$ cat config.mk
export PLATFORM = sky130hd
export DESIGN_NAME = eq_coeff_regs
export DESIGN_NICKNAME = d
export VERILOG_FILES = /design/src/eq_coeff_pkg.sv /design/src/eq_tap_expand.sv /design/src/eq_coeff_regs.sv
export SDC_FILE = /design/constraint.sdc
export NUM_CORES = 1
export LEC_CHECK = 0
export BUFFER_PORTS_ARGS = -buffer_cell sky130_fd_sc_hd__buf_2
export CAP_MARGIN = 15
export CORE_UTILIZATION = 51
export DETAILED_ROUTE_END_ITERATION = 10
export PLACE_DENSITY = 0.8
export SYNTH_ARGS = -nofsm -noshare
export SYNTH_HDL_FRONTEND = slang
export SYNTH_SLANG_ARGS = --single-unit
$ cat constraint.sdc
create_clock -name pclk -period 1.94 [get_ports pclk]
set_input_delay 0.097 -clock pclk [delete_from_list [all_inputs] [get_ports pclk]]
set_output_delay 0.097 -clock pclk [all_outputs]
set_load 0.02 [all_outputs]
$ cat src/eq_coeff_pkg.sv
// Constants and types for the channel B equalizer coefficient store.
// Assumes a 100 MHz APB clock; registers sit one per aligned 32-bit word.
package eq_coeff_pkg;

  // Printed register indexes; byte address is four times the index
  localparam logic [15:0] TAP1_IDX = 16'h0448;
  localparam logic [15:0] TAP2_IDX = 16'h044A;
  localparam logic [15:0] TAP3_IDX = 16'h044C;
  localparam logic [15:0] TAP4_IDX = 16'h044E;
  localparam logic [15:0] CENTER_IDX = 16'h0450;
  // Control and status words
  localparam logic [15:0] CTRL_IDX = 16'h0460;
  localparam logic [15:0] STATUS_IDX = 16'h0462;

  // Register widths as stored, reserved bits included
  localparam int TAP_REG_W = 16;
  localparam int CENTER_REG_W = 24;
  // Coefficient field widths
  localparam int TAP_W = 12;
  localparam int CENTER_W = 18;
  // Number of stored and of expanded coefficients
  localparam int NUM_STORED = 5;
  localparam int NUM_TAPS = 9;

  // Reset values
  localparam logic [23:0] COEFF_RESET = 24'h000000;
  localparam logic [31:0] CTRL_RESET = 32'h00000000;

  // Control and status field positions
  localparam int CTRL_DUAL_BIT = 0;
  localparam int STATUS_DUAL_BIT = 0;
  localparam int STATUS_APPLIED_BIT = 1;

  // Five stored coefficients, as the filter sees them
  typedef struct packed {
    logic signed [CENTER_W-1:0] center;
    logic signed [TAP_W-1:0] tap4;
    logic signed [TAP_W-1:0] tap3;
    logic signed [TAP_W-1:0] tap2;
    logic signed [TAP_W-1:0] tap1;
  } chan_b_coeff_t;

  // APB request as seen by the slave
  typedef struct packed {
    logic psel;
    logic penable;
    logic pwrite;
    logic [15:0] paddr;
    logic [31:0] pwdata;
    logic [3:0] pstrb;
  } apb_req_t;

endpackage : eq_coeff_pkg

$ cat src/eq_tap_expand.sv
// Expands five stored coefficients into a symmetric nine-tap set.
// Assumes the coefficient input is stable logic on the same clock.
`timescale 1ns/10ps
`default_nettype none
module eq_tap_expand
  import eq_coeff_pkg::*;
#(
  parameter int OUT_W = 18
)
(
  input wire logic pclk,
  input wire logic presetn,
  input wire chan_b_coeff_t coeff,
  input wire logic enable,
  output logic [NUM_TAPS-1:0][OUT_W-1:0] taps,
  output logic active
);

  // Narrower outputs would clip the centre tap
  if (OUT_W < CENTER_W)
  begin : g_bad_width
    $error("eq_tap_expand: OUT_W below centre tap width");
  end

  // Sign-extended unique values, index 0 is tap one
  logic [NUM_STORED-1:0][OUT_W-1:0] uniq;
  logic [NUM_TAPS-1:0][OUT_W-1:0] taps_d;
  logic [NUM_TAPS-1:0][OUT_W-1:0] taps_q;
  logic active_d;
  logic active_q;

  assign uniq[0] = OUT_W'(coeff.tap1);
  assign uniq[1] = OUT_W'(coeff.tap2);
  assign uniq[2] = OUT_W'(coeff.tap3);
  assign uniq[3] = OUT_W'(coeff.tap4);
  assign uniq[4] = OUT_W'(coeff.center);

  // Tap k and tap 8-k share one value; disabled set reads zero
  for (genvar k = 0; k < NUM_TAPS; k++)
  begin : g_tap
    localparam int U = (k < NUM_STORED) ? k : NUM_TAPS - 1 - k;
    always_comb
    begin
      taps_d[k] = enable ? uniq[U] : '0;
    end
  end

  // Applied flag follows the enable
  always_comb
  begin
    active_d = enable;
  end

  // Register the taps so the filter sees a clean word
  always_ff @(posedge pclk or negedge presetn)
  begin
    if (!presetn)
    begin
      taps_q <= '0;
      active_q <= 1'b0;
    end
    else
    begin
      taps_q <= taps_d;
      active_q <= active_d;
    end
  end

  assign taps = taps_q;
  assign active = active_q;

endmodule : eq_tap_expand
`default_nettype wire

$ cat src/eq_coeff_regs.sv
// APB register block holding the channel B equalizer coefficients.
// Assumes an APB master on pclk; the filter datapath lives elsewhere.
`timescale 1ns/10ps
`default_nettype none
module eq_coeff_regs
  import eq_coeff_pkg::*;
#(
  parameter int ADDR_W = 16,
  parameter int OUT_W = 18
)
(
  input wire logic pclk,
  input wire logic presetn,
  input wire logic psel,
  input wire logic penable,
  input wire logic pwrite,
  input wire logic [ADDR_W-1:0] paddr,
  input wire logic [31:0] pwdata,
  input wire logic [3:0] pstrb,
  output logic [31:0] prdata,
  output logic pready,
  output logic pslverr,
  output logic [NUM_TAPS-1:0][OUT_W-1:0] filt_b_taps,
  output logic filt_b_active,
  output logic dual_mode
);

  // Byte addresses must reach the highest index times four
  if (ADDR_W < 16)
  begin : g_bad_addr
    $error("eq_coeff_regs: ADDR_W too small for register map");
  end

  // Decoded register selector
  typedef enum {
    SEL_TAP1,
    SEL_TAP2,
    SEL_TAP3,
    SEL_TAP4,
    SEL_CENTER,
    SEL_CTRL,
    SEL_STATUS,
    SEL_NONE
  } sel_t;

  // Byte address to register; misaligned words are unmapped
  function automatic sel_t decode(input logic [ADDR_W-1:0] a);
    logic [15:0] idx;
    idx = 16'(a >> 2);
    if (a[1:0] != 2'b00)
      return SEL_NONE;
    case (idx)
      TAP1_IDX: return SEL_TAP1;
      TAP2_IDX: return SEL_TAP2;
      TAP3_IDX: return SEL_TAP3;
      TAP4_IDX: return SEL_TAP4;
      CENTER_IDX: return SEL_CENTER;
      CTRL_IDX: return SEL_CTRL;
      STATUS_IDX: return SEL_STATUS;
      default: return SEL_NONE;
    endcase
  endfunction : decode

  // Byte-lane merge of a write into an old value
  function automatic logic [31:0] merge(
    input logic [31:0] old,
    input logic [31:0] wd,
    input logic [3:0] strb
  );
    logic [31:0] r;
    r = old;
    for (int b = 0; b < 4; b++)
    begin
      if (strb[b])
        r[8*b +: 8] = wd[8*b +: 8];
    end
    return r;
  endfunction : merge

  // Stored width per coefficient register
  function automatic logic [31:0] width_mask(input int i);
    if (i == NUM_STORED - 1)
      return 32'(24'hFFFFFF);
    return 32'(16'hFFFF);
  endfunction : width_mask

  // Bus request gathered into one carrier
  apb_req_t req;
  assign req.psel = psel;
  assign req.penable = penable;
  assign req.pwrite = pwrite;
  assign req.paddr = 16'(paddr);
  assign req.pwdata = pwdata;
  assign req.pstrb = pstrb;

  // Current selection, shared by read and write paths
  sel_t sel;
  assign sel = decode(paddr);

  // ------------------------------------------------------------
  // Bus handshake: one wait state so read data leaves a flop
  // ------------------------------------------------------------
  logic ready_d;
  logic ready_q;
  logic [31:0] rdata_d;
  logic [31:0] rdata_q;
  logic err_d;
  logic err_q;
  logic xfer; // Transfer completes at this edge

  assign xfer = req.psel && req.penable && ready_q;

  // Next handshake, read data and error state
  always_comb
  begin
    ready_d = 1'b0;
    rdata_d = rdata_q;
    err_d = 1'b0;
    if (req.psel && req.penable && !ready_q)
    begin
      // First access cycle: capture answer, raise ready next
      ready_d = 1'b1;
      err_d = (sel == SEL_NONE);
      rdata_d = req.pwrite ? 32'h00000000 : read_mux(sel);
    end
    else if (xfer)
    begin
      // Answer given; ready drops for the next transfer
      ready_d = 1'b0;
    end
  end

  // Handshake registers
  always_ff @(posedge pclk or negedge presetn)
  begin
    if (!presetn)
    begin
      ready_q <= 1'b0;
      rdata_q <= 32'h00000000;
      err_q <= 1'b0;
    end
    else
    begin
      ready_q <= ready_d;
      rdata_q <= rdata_d;
      err_q <= err_d;
    end
  end

  // Handshake outputs; error only shows with ready
  assign pready = ready_q;
  assign pslverr = ready_q && err_q;
  assign prdata = rdata_q;

  // ------------------------------------------------------------
  // Coefficient and control storage
  // ------------------------------------------------------------
  logic [NUM_STORED-1:0][31:0] coeff_d;
  logic [NUM_STORED-1:0][31:0] coeff_q;
  logic [31:0] ctrl_d;
  logic [31:0] ctrl_q;
  logic wr_ok; // Mapped write completing now

  assign wr_ok = xfer && req.pwrite && !err_q;

  // Next stored values; reserved bits are kept writable
  always_comb
  begin
    coeff_d = coeff_q;
    ctrl_d = ctrl_q;
    if (wr_ok)
    begin
      for (int i = 0; i < NUM_STORED; i++)
      begin
        // Coefficient words are masked to their width
        if (sel == sel_t'(i))
          coeff_d[i] = merge(coeff_q[i], req.pwdata, req.pstrb)
            & width_mask(i);
      end
      if (sel == SEL_CTRL)
      begin
        // Only the mode bit exists in control
        ctrl_d = merge(ctrl_q, req.pwdata, req.pstrb)
          & 32'h00000001;
      end
    end
  end

  // Storage registers, all clear at reset
  always_ff @(posedge pclk or negedge presetn)
  begin
    if (!presetn)
    begin
      for (int i = 0; i < NUM_STORED; i++)
        coeff_q[i] <= 32'(COEFF_RESET);
      ctrl_q <= CTRL_RESET;
    end
    else
    begin
      coeff_q <= coeff_d;
      ctrl_q <= ctrl_d;
    end
  end

  // ------------------------------------------------------------
  // Coefficient fields as the filter reads them
  // ------------------------------------------------------------
  chan_b_coeff_t coeff;

  // Low bits hold the signed field; reserved bits ignored
  assign coeff.tap1 = coeff_q[0][TAP_W-1:0];
  assign coeff.tap2 = coeff_q[1][TAP_W-1:0];
  assign coeff.tap3 = coeff_q[2][TAP_W-1:0];
  assign coeff.tap4 = coeff_q[3][TAP_W-1:0];
  assign coeff.center = coeff_q[4][CENTER_W-1:0];

  // Mode bit: high is dual-channel
  logic dual;
  assign dual = ctrl_q[CTRL_DUAL_BIT];

  // Set drives channel B only in dual mode; single mode masks it
  eq_tap_expand #(
    .OUT_W(OUT_W)
  ) u_expand (
    .pclk(pclk),
    .presetn(presetn),
    .coeff(coeff),
    .enable(dual),
    .taps(filt_b_taps),
    .active(filt_b_active)
  );

  assign dual_mode = dual;

  // ------------------------------------------------------------
  // Read path
  // ------------------------------------------------------------

  // Status: mode requested and whether the filter now uses the set
  function automatic logic [31:0] status_word(
    input logic d,
    input logic a
  );
    logic [31:0] s;
    s = 32'h00000000;
    s[STATUS_DUAL_BIT] = d;
    s[STATUS_APPLIED_BIT] = a;
    return s;
  endfunction : status_word

  // Read value for a selection; unmapped reads zero
  function automatic logic [31:0] read_mux(input sel_t s);
    case (s)
      SEL_TAP1,
      SEL_TAP2,
      SEL_TAP3,
      SEL_TAP4,
      SEL_CENTER: return coeff_q[int'(s)];
      SEL_CTRL: return ctrl_q;
      SEL_STATUS: return status_word(dual, filt_b_active);
      default: return 32'h00000000;
    endcase
  endfunction : read_mux

endmodule : eq_coeff_regs
`default_nettype wire

# [Word level (Yosys, flattened, before mapping)]
# Index checks and enable logic that the tools add are counted.
[word_totals] reg_bits=222 input_bits=57 out_inout_bits=198 word_cells=95
[classes] n_lt_le_gt_ge=1 eq_ne=19 mux=33 bitwise=1 n_reduce_logical=22
[op_table] operator="$mux W32" count=6
[op_table] operator="$eq A32 B3 Y1 const B" count=5
[op_table] operator="$eq A14 B11 Y1 const B" count=7
[op_table] operator="$bmux W32 S3" count=1
[op_table] operator="$eq A32 B2 Y1 const B" count=3
[op_table] operator="$eq A32 B4 Y1 const B" count=3
[op_table] operator="$mux W8" count=12
[op_table] operator="$pmux W32 S3" count=1
[op_table] operator="$mux W18" count=5
[op_table] operator="$logic_not A32 Y1" count=2
[op_table] operator="$and A32 B32 Y32" count=1
[op_table] operator="$eq A32 B1 Y1 const B" count=1
[op_table] operator="$lt A32 B5 Y1 const B" count=1
[op_table] operator="$reduce_and A3 Y1" count=9
[op_table] operator="$mux W24" count=1
[op_table] operator="$pmux W3 S7" count=1
[op_table] operator="$logic_and A1 B1 Y1" count=6
[op_table] operator="$mux W1" count=5
[op_table] operator="$reduce_or A5 Y1" count=1
[op_table] operator="$mux W3" count=1
[op_table] operator="$logic_not A1 Y1" count=2
[op_table] operator="$reduce_and A2 Y1" count=1
[op_table] operator="$reduce_bool A2 Y1" count=1

# [Logic depth before layout (Yosys ltp)]
# Gate-level depths: netlist of run 1.
[logic_depth] ltp_word=10 mapped_depth=8 ltp_nobuf=6

# [Modules after synthesis]
# From an unflattened synthesis of run 1, not the netlist that was laid out.
[unflattened] cells_unflattened=636 hier_area_um2=8080.2
[modules_own_cells] mod="eq_coeff_regs" instances=1 cells_per_inst=400 area_each_um2=5203.7 seq_area_each_um2=2877.8
[modules_own_cells] mod="eq_tap_expand" instances=1 cells_per_inst=236 area_each_um2=2876.5 seq_area_each_um2=1676.6

# [Worst setup path before layout of run 1]
# OpenSTA, ideal clock, no wires.
[synth_path] kind="input-to-reg" from="in paddr[5]" to="reg coeff_q (netlist bit coeff[12])" setup_time_ps=125 arrival_ps=1940 required_ps=1815 slack_ps=-125 cell_stages=8 path_buffers=3 path_cell_list="buf_2 -> nor4b_2 -> nor2_1 -> or3_1 -> buf_2 -> or4_1 -> buf_6 -> mux2_4"
[synth_via] elab_chain_cells=5 elab_cells_between_ends=11 cone_classes="eq/ne: 8; mux: 2; reduce/logical: 1"
[synth_rtl] element="from (decl)" line_no="eq_coeff_regs.sv:17" text="input wire logic [ADDR_W-1:0] paddr,"
[synth_rtl] element="$eq A14 B11 Y1" line_no="eq_coeff_regs.sv:52" text="case (idx)"
[synth_rtl] element="$pmux W3 S7 (*)" line_no="eq_coeff_regs.sv:52"
[synth_rtl] element="$mux W32 (*)" line_no="eq_coeff_regs.sv:52"
[synth_rtl] element="$eq A32 B2 Y1 (*)" line_no="eq_coeff_regs.sv:176" text="if (sel == sel_t'(i))"
[synth_rtl] element="$reduce_and A3 Y1 (no source line) (*)"
[synth_rtl] element="to (signal, indexed assignment)" line_no="eq_coeff_regs.sv:195" text="coeff_q[i] <= 32'(COEFF_RESET);"
[synth_rtl] element="to (signal assigned)" line_no="eq_coeff_regs.sv:200" text="coeff_q <= coeff_d;"
[synth_rtl] element="to (decl)" line_no="eq_coeff_regs.sv:159" text="logic [NUM_STORED-1:0][31:0] coeff_q;"
# Mark *: on every way between the ends. The rest lies on a longest branch, timed or not.
# A chain may end at the register's enable or synchronous reset.

# [Worst setup path after layout of run 1]
[layout_path] from="reg ready_q, in the netlist pready" to="reg coeff_q (netlist bit coeff[13])"
[layout_via] elab_chain_cells=4
[layout_rtl] element="from (decl)" line_no="eq_coeff_regs.sv:104" text="logic ready_q;"
[layout_rtl] element="from (signal assigned)" line_no="eq_coeff_regs.sv:144" text="ready_q <= ready_d;"
[layout_rtl] element="$logic_and A1 B1 Y1" line_no="eq_coeff_regs.sv:111" text="assign xfer = req.psel && req.penable && ready_q;"
[layout_rtl] element="$logic_and A1 B1 Y1 (2 in series)" line_no="eq_coeff_regs.sv:164" text="assign wr_ok = xfer && req.pwrite && !err_q;"
[layout_rtl] element="$reduce_and A3 Y1 (no source line)"
# Every way passes these cells.

==> flow_summary.ini, run 1 <==
[worst_setup_path]
r2r_start = pready
critical-path-top-delay-family = simple AND/OR/NAND/NOR gates
endpoint_kind = register
worst-path-buf-inv = 0
path_cells = nand4_1 > nor2_2 > nand2_2 > or4_4 > mux2_4
crit_type = reg -> reg
critPathMaxFanout = 8
cp-start-kind = register
cpPeakStageDelay_ps = 610
cp.arrival_ps = 2150
crit_required_ps = 2250
cp-startpoint = pready
slowest_stage = or4_4

[sta]
finalCritPeriodShare_pct = 94.9
fin_hold_ws_ps = 183
rsz0062_at_grt = no
clock_skew_ps = 9.44
hold_violations = 0
slew_headroom_pct = 63.1
clock.fmax_mhz = 543
period_needed_ps = 1840
tightestPinTransition_ps = 553
slew_viol_final = 0
fin_setup_tns_ps = 0
setup_viol = 0

[floorplanning]
io_pins = 255
die_h_um = 128
num_rows = 45
dieArea_mm2 = 0.0163
die_w_um = 128
core-area_mm2 = 0.0153
start_util_pct = 52.6

[finish]
utilization_pct = 65.3
final_layout_size_suffix_gt1_share_pct = 51.3
num-nets-final = 879
diodes = 0
multiInputGateArea_mm2 = 0.00265
fill_cells = 1151
area.growth.synth_to_final_pct = 24.3
layout.area.seq_mm2 = 0.00456

[synthesis]
yosys-top-cells-area = dfrtp_1, buf_4, mux2_2
ys_warn_count = 0
synth_largest_area_cell = dfrtp_1
yosysTopAreaCellShare_pct = 56.5
syn_area_mm2 = 0.00805
avgSynthCellArea_um2 = 13.1
syn_inst = 615
ys_seq_area_share_pct = 56.5
ys_ff_latch = 182
synth_cell_types = 52

[clock_network]
cts_root_buf = clkbuf_16
clk_latency_ps = 430
cts.sinks = 182
htreeDepth = 4
cts_tree = yes
cts-buffers-inserted = 17
post_cts_buffers = 0
clockBufferDepth = 2
clk_pin_slew_ps = 70

[power]
power.leakage_uw = 0.00549
ir_worst_vdd_mv = 0.552
cellPowerDensity_mw_per_mm2 = 773

[min_path]
hold_start = pstrb[0]
hp-class = in -> reg

[route]
vias = 5336
vias_per_cell = 5.10
first_iter_violations = 280
drt_pre_antenna_iters = 5
antenna_left = 0
wl_um = 17700
remaining_drc_errors = 0
wl_per_cell_um = 16.9

[placement]
hpwl_um = 11900
gp_congestion = 0.863
io_buffers = 237

[global_route]
antenna_found_initial = 0
grtUsageTotal_pct = 22.5
grt_overflow_total = 0
grt_max_degree = 70
grt_pass1_vias = 5158
grt_pass1_wl_um = 27600

[flow_run]
cap_violations = 0

[outcome]
outcome = finished, final reports clean
-- routing by layer --
layer | global-route usage, % | part of all wire [%]
met1 | 30.5 | 44
met2 | 35.6 | 48
met3 | 5.55 | 6.4
met4 | 7.82 | 1.7
met5 | 0 | 0
-- flip-flops by register name, indices dropped and copies added (netlist names) --
name             count
err_q                1
pready               1
prdata              24
ctrl_q               1
u_expand.active      1
coeff_q             22
u_expand.taps       66
coeff               66
-- Yosys cell counts, drive strengths merged --
cell type	instances
dfrtp	182
buf	111
mux2	88
and2	69
clkbuf	19
o21ai	18
o221ai	15
a22oi	14
o22ai	14
nor2	13
a22o	9
nand2	6
nand3	6
nor3	5
or3	5
nor2b	4
nand4	3
nor4	3
nor4b	3
or4b	3
a2111oi	2
inv	2
nand2b	2
nor3b	2
a21oi	1
a311o	1
a31oi	1
and4	1
and4bb	1
conb	1
nand3b	1
nor4bb	1
o211a	1
o211ai	1
o21a	1
o221a	1
o31ai	1
or2	1
or3b	1
or4	1
xnor2	1
-- placed cells by master, fill, tap and decap left out, types with 3 or more instances in the layout --
master         count
o22ai_1           14
dfrtp_1          181
nand3_1            4
o221ai_1          15
buf_12             7
mux2_2            56
nor2b_1            4
nor2_1             9
inv_8              4
bufinv_16          3
buf_4             42
clkinvlp_4         3
nand2_1            5
clkinv_4           3
o21ai_1            4
conb_1             8
dlygate4sd3_1     25
nor3_2             3
o21ai_0           14
clkbuf_16         17
a22o_1             9
or3_1              5
nand4_1            3
a22oi_1           14
buf_2            236
and2_1            69
mux2_4            32
-- final timing paths --
check                                     to  slack (ps)  depth (start not counted)
setup / recovery                   coeff[13]         100                          5
hold / removal                     ctrl_q[0]         180                          4
setup reg to reg                   coeff[13]         100                          5
hold reg to reg                   prdata[21]         490                          1
max in group asynchronous  u_expand.taps[50]        1040                          3
min in group asynchronous  u_expand.taps[19]         200                          2
-- cell type report --
type | count | share of cell area, %
inverters | 2 | 0.0750
clock buffers | 18 | 4.39
multi-input cells | 308 | 26.5
clock inverters | 14 | 1.93
repair buffers | 311 | 19.0
flip-flops and latches | 182 | 45.5
well taps | 211 | 2.64
-- worst reg2reg max path: cells and delay by family, from the launching register on --
family	cells	cell delay, ps
AND/OR/NAND/NOR	4	1000
flip-flops	1	390
multiplexers	1	340
-- per-stage QoR --
step / total power, µW / area, µm² / cells / setup WS, ps
after floorplan: 3950 / 8110 / 622 / -100
after global placement: 4140 / 9120 / 989 / -174
after detailed placement: 4150 / 9120 / 989 / -230
after CTS: 7790 / 10000 / 1046 / 98.1
after global routing: 8000 / 10000 / 1046 / 3.41
final: 7730 / 10000 / 1046 / 99.0
-- cells by family after synthesis --
group                     synth area share [%]
and+or+nand+nor                           11.1
other                                   0.0466
xor gates and xnor gates                 0.109
DFF                                       56.5
buffers and inverters                     11.2
muxes                                     13.8
AOI/OAI and AO/OA                         7.15
-- where the power goes --
| group | total, µW | internal, µW | switching, µW |
|---|---|---|---|
| Clock | 3620 | 2110 | 1520 |
| Sequential | 3800 | 3800 | 2.10 |
| Combinational | 316 | 126 | 189 |
-- timing repair --
item	4_1_cts	5_1_grt
hold buffers	25	0
hold endpoints to repair	145	0
setup endpoints to repair	0	7
gates resized for setup	0	3
No activity file was read; power rests on OpenSTA's default activity.
==> inputs of run 2 (changes only) <==
--- a/config.mk
+++ b/config.mk
@@ -12,4 +12,5 @@
 export PLACE_DENSITY = 0.8
 export SYNTH_ARGS = -nofsm -noshare
 export SYNTH_HDL_FRONTEND = slang
+export SYNTH_HIERARCHICAL = 1
 export SYNTH_SLANG_ARGS = --single-unit
==> flow_summary.ini, run 2 <==
[clock_network]
clk_pin_slew_ps = 70
clockBufferDepth = 2
cts.sinks = 182
cts-buffers-inserted = 17
cts_root_buf = clkbuf_16
htreeDepth = 4
post_cts_buffers = 0
cts_tree = yes
clk_latency_ps = 420

[synthesis]
synth_ff_type = dfrtp_1
ys_seq_area_share_pct = 56.4
synth_cell_types = 52
yosys-top-cells-area = dfrtp_1, mux2_2, buf_4
synth_edf_count = 0
yosysTopAreaCellShare_pct = 56.4
ys_ff_latch = 182
syn_inst = 636
synthTopCellsByCount = dfrtp_1, buf_4, mux2_2
synth_largest_area_cell = dfrtp_1
syn_area_mm2 = 0.00808
synth-async-reset-ratio_pct = 100
ys_warn_count = 6
avgSynthCellArea_um2 = 12.7
synth.most_common_cell = dfrtp_1

[finish]
fill_cells = 1162
final_common_cell = buf_2
num-nets-final = 893
final_layout_size_suffix_gt1_share_pct = 49.5
diodes = 0
final_cell_mix = buf_2, dfrtp_1, mux2_2
area.growth.synth_to_final_pct = 23.2
design_area_mm2 = 0.00996

[floorplanning]
die_w_um = 128
core-area_mm2 = 0.0153
io_pins = 255
dieArea_mm2 = 0.0164
die_h_um = 128
num_rows = 45
start_util_pct = 52.8

[power]
cellPowerDensity_mw_per_mm2 = 739
ir_worst_vdd_mv = 0.535
power.leakage_uw = 0.00549

[worst_setup_path]
path_cells = and4b_2 > nand3_2 > or3_1 > buf_4 > mux2_2
crit_type = reg -> reg
endpoint_kind = register
cp.arrival_ps = 2180
cp.depth = 5
cp-start-kind = register
worst-path-buf-inv = 1
slowest_stage = or3_1
reg2regPathDepth = 5
cpPeakStageDelay_ps = 400
critical-path-top-delay-family = simple AND/OR/NAND/NOR gates
critPathMaxFanout = 5
crit_required_ps = 2250

[route]
vias = 5465
wl_per_cell_um = 16.8
wl_um = 17800
remaining_drc_errors = 0
first_iter_violations = 299
drt_pre_antenna_iters = 5
vias_per_cell = 5.16
antenna_left = 0

[placement]
gp_congestion = 0.911
hpwl_um = 12500
io_buffers = 237
dpl-instance-area_mm2 = 0.00914
place_ws_ps = -41.8

[global_route]
grt_max_degree = 73
grt_pass1_vias = 5282
grt_pass1_wl_um = 28300
grt_overflow_total = 0
antenna_found_initial = 0
grtUsageTotal_pct = 23.0

[sta]
tightestPinTransition_ps = 579
setup_slack_ps = 72.0
finalCritPeriodShare_pct = 96.3
period_needed_ps = 1870
clock_skew_ps = 6.73
rsz0062_at_grt = no
slew_viol_final = 0
slew_headroom_pct = 61.4
setup_viol = 0
fin_hold_ws_ps = 32.5
clock.fmax_mhz = 535
hold_violations = 0

[outcome]
outcome = finished, final reports clean

[min_path]
hp-class = in -> reg
whs_path_depth = 2

[flow_run]
cap_violations = 0
run 2: per-stage QoR:
stage | cells | util, % | power [µW] | TNS, ps
after global routing | 1060 | 65.0 | 7620 | 0
after floorplan | 643 | - | 3950 | 0
after detailed placement | 1004 | 59.6 | 4130 | -512
after CTS | 1060 | 65.0 | 7450 | 0
after global placement | 1004 | 59.6 | 4130 | -113
final | 1060 | 65.0 | 7360 | 0
run 2: layer usage:
layer	vias up	wire [µm]	global-route usage, %	part of all wire (%)
met1	2705	7630	30.1	43
met5	-	0	0	0
met3	23	1040	4.30	5.8
met2	230	8880	38.0	50
li1	2507	-	-	-
met4	0	291	8.79	1.6
run 2: logic make-up after synthesis:
group	synth area share (%)
other cells	0.0464
simple gates	12.9
mux	12.5
flops	56.4
xor+xnor	0.108
compound gates	6.35
buf+inv	11.7
run 2: final cells by class:
| class | instances | area, µm² | share of cell area [%] |
|---|---|---|---|
| tap | 211 | 264 | 2.65 |
| inverter | 5 | 18.8 | 0.188 |
| timing repair buffer | 301 | 1920 | 19.3 |
| clock buffer | 18 | 429 | 4.31 |
| sequential | 182 | 4560 | 45.7 |
| clock inverter | 14 | 135 | 1.36 |
| multi-input combinational | 329 | 2630 | 26.4 |
run 2: what timing repair did:
item	CTS	global route
hold buffers	24	0
endpoints found under the hold margin	151	0
gates resized for setup	2	2
pin swaps	1	0
endpoints found under the setup margin	21	28
run 2: final timing paths:
| path | from | endpoint | slack, ps |
|---|---|---|---|
| worst min register to register | coeff_q[146] | prdata[18] | 490 |
| worst min-delay path | pwdata[0] | coeff[12] | 30 |
| max in group asynchronous | presetn | coeff[6] | 1010 |
| min in group asynchronous | presetn | u_expand/taps[19] | 270 |
| worst max register to register | err_q | coeff[45] | 70 |
| worst max-delay path | err_q | coeff[45] | 70 |
run 2: where the power goes:
group | internal, µW | switching [µW] | total, µW
Combinational | 110 | 193 | 302
Sequential | 3790 | 1.28 | 3800
Clock | 1700 | 1560 | 3260
Total | 5610 | 1750 | 7360
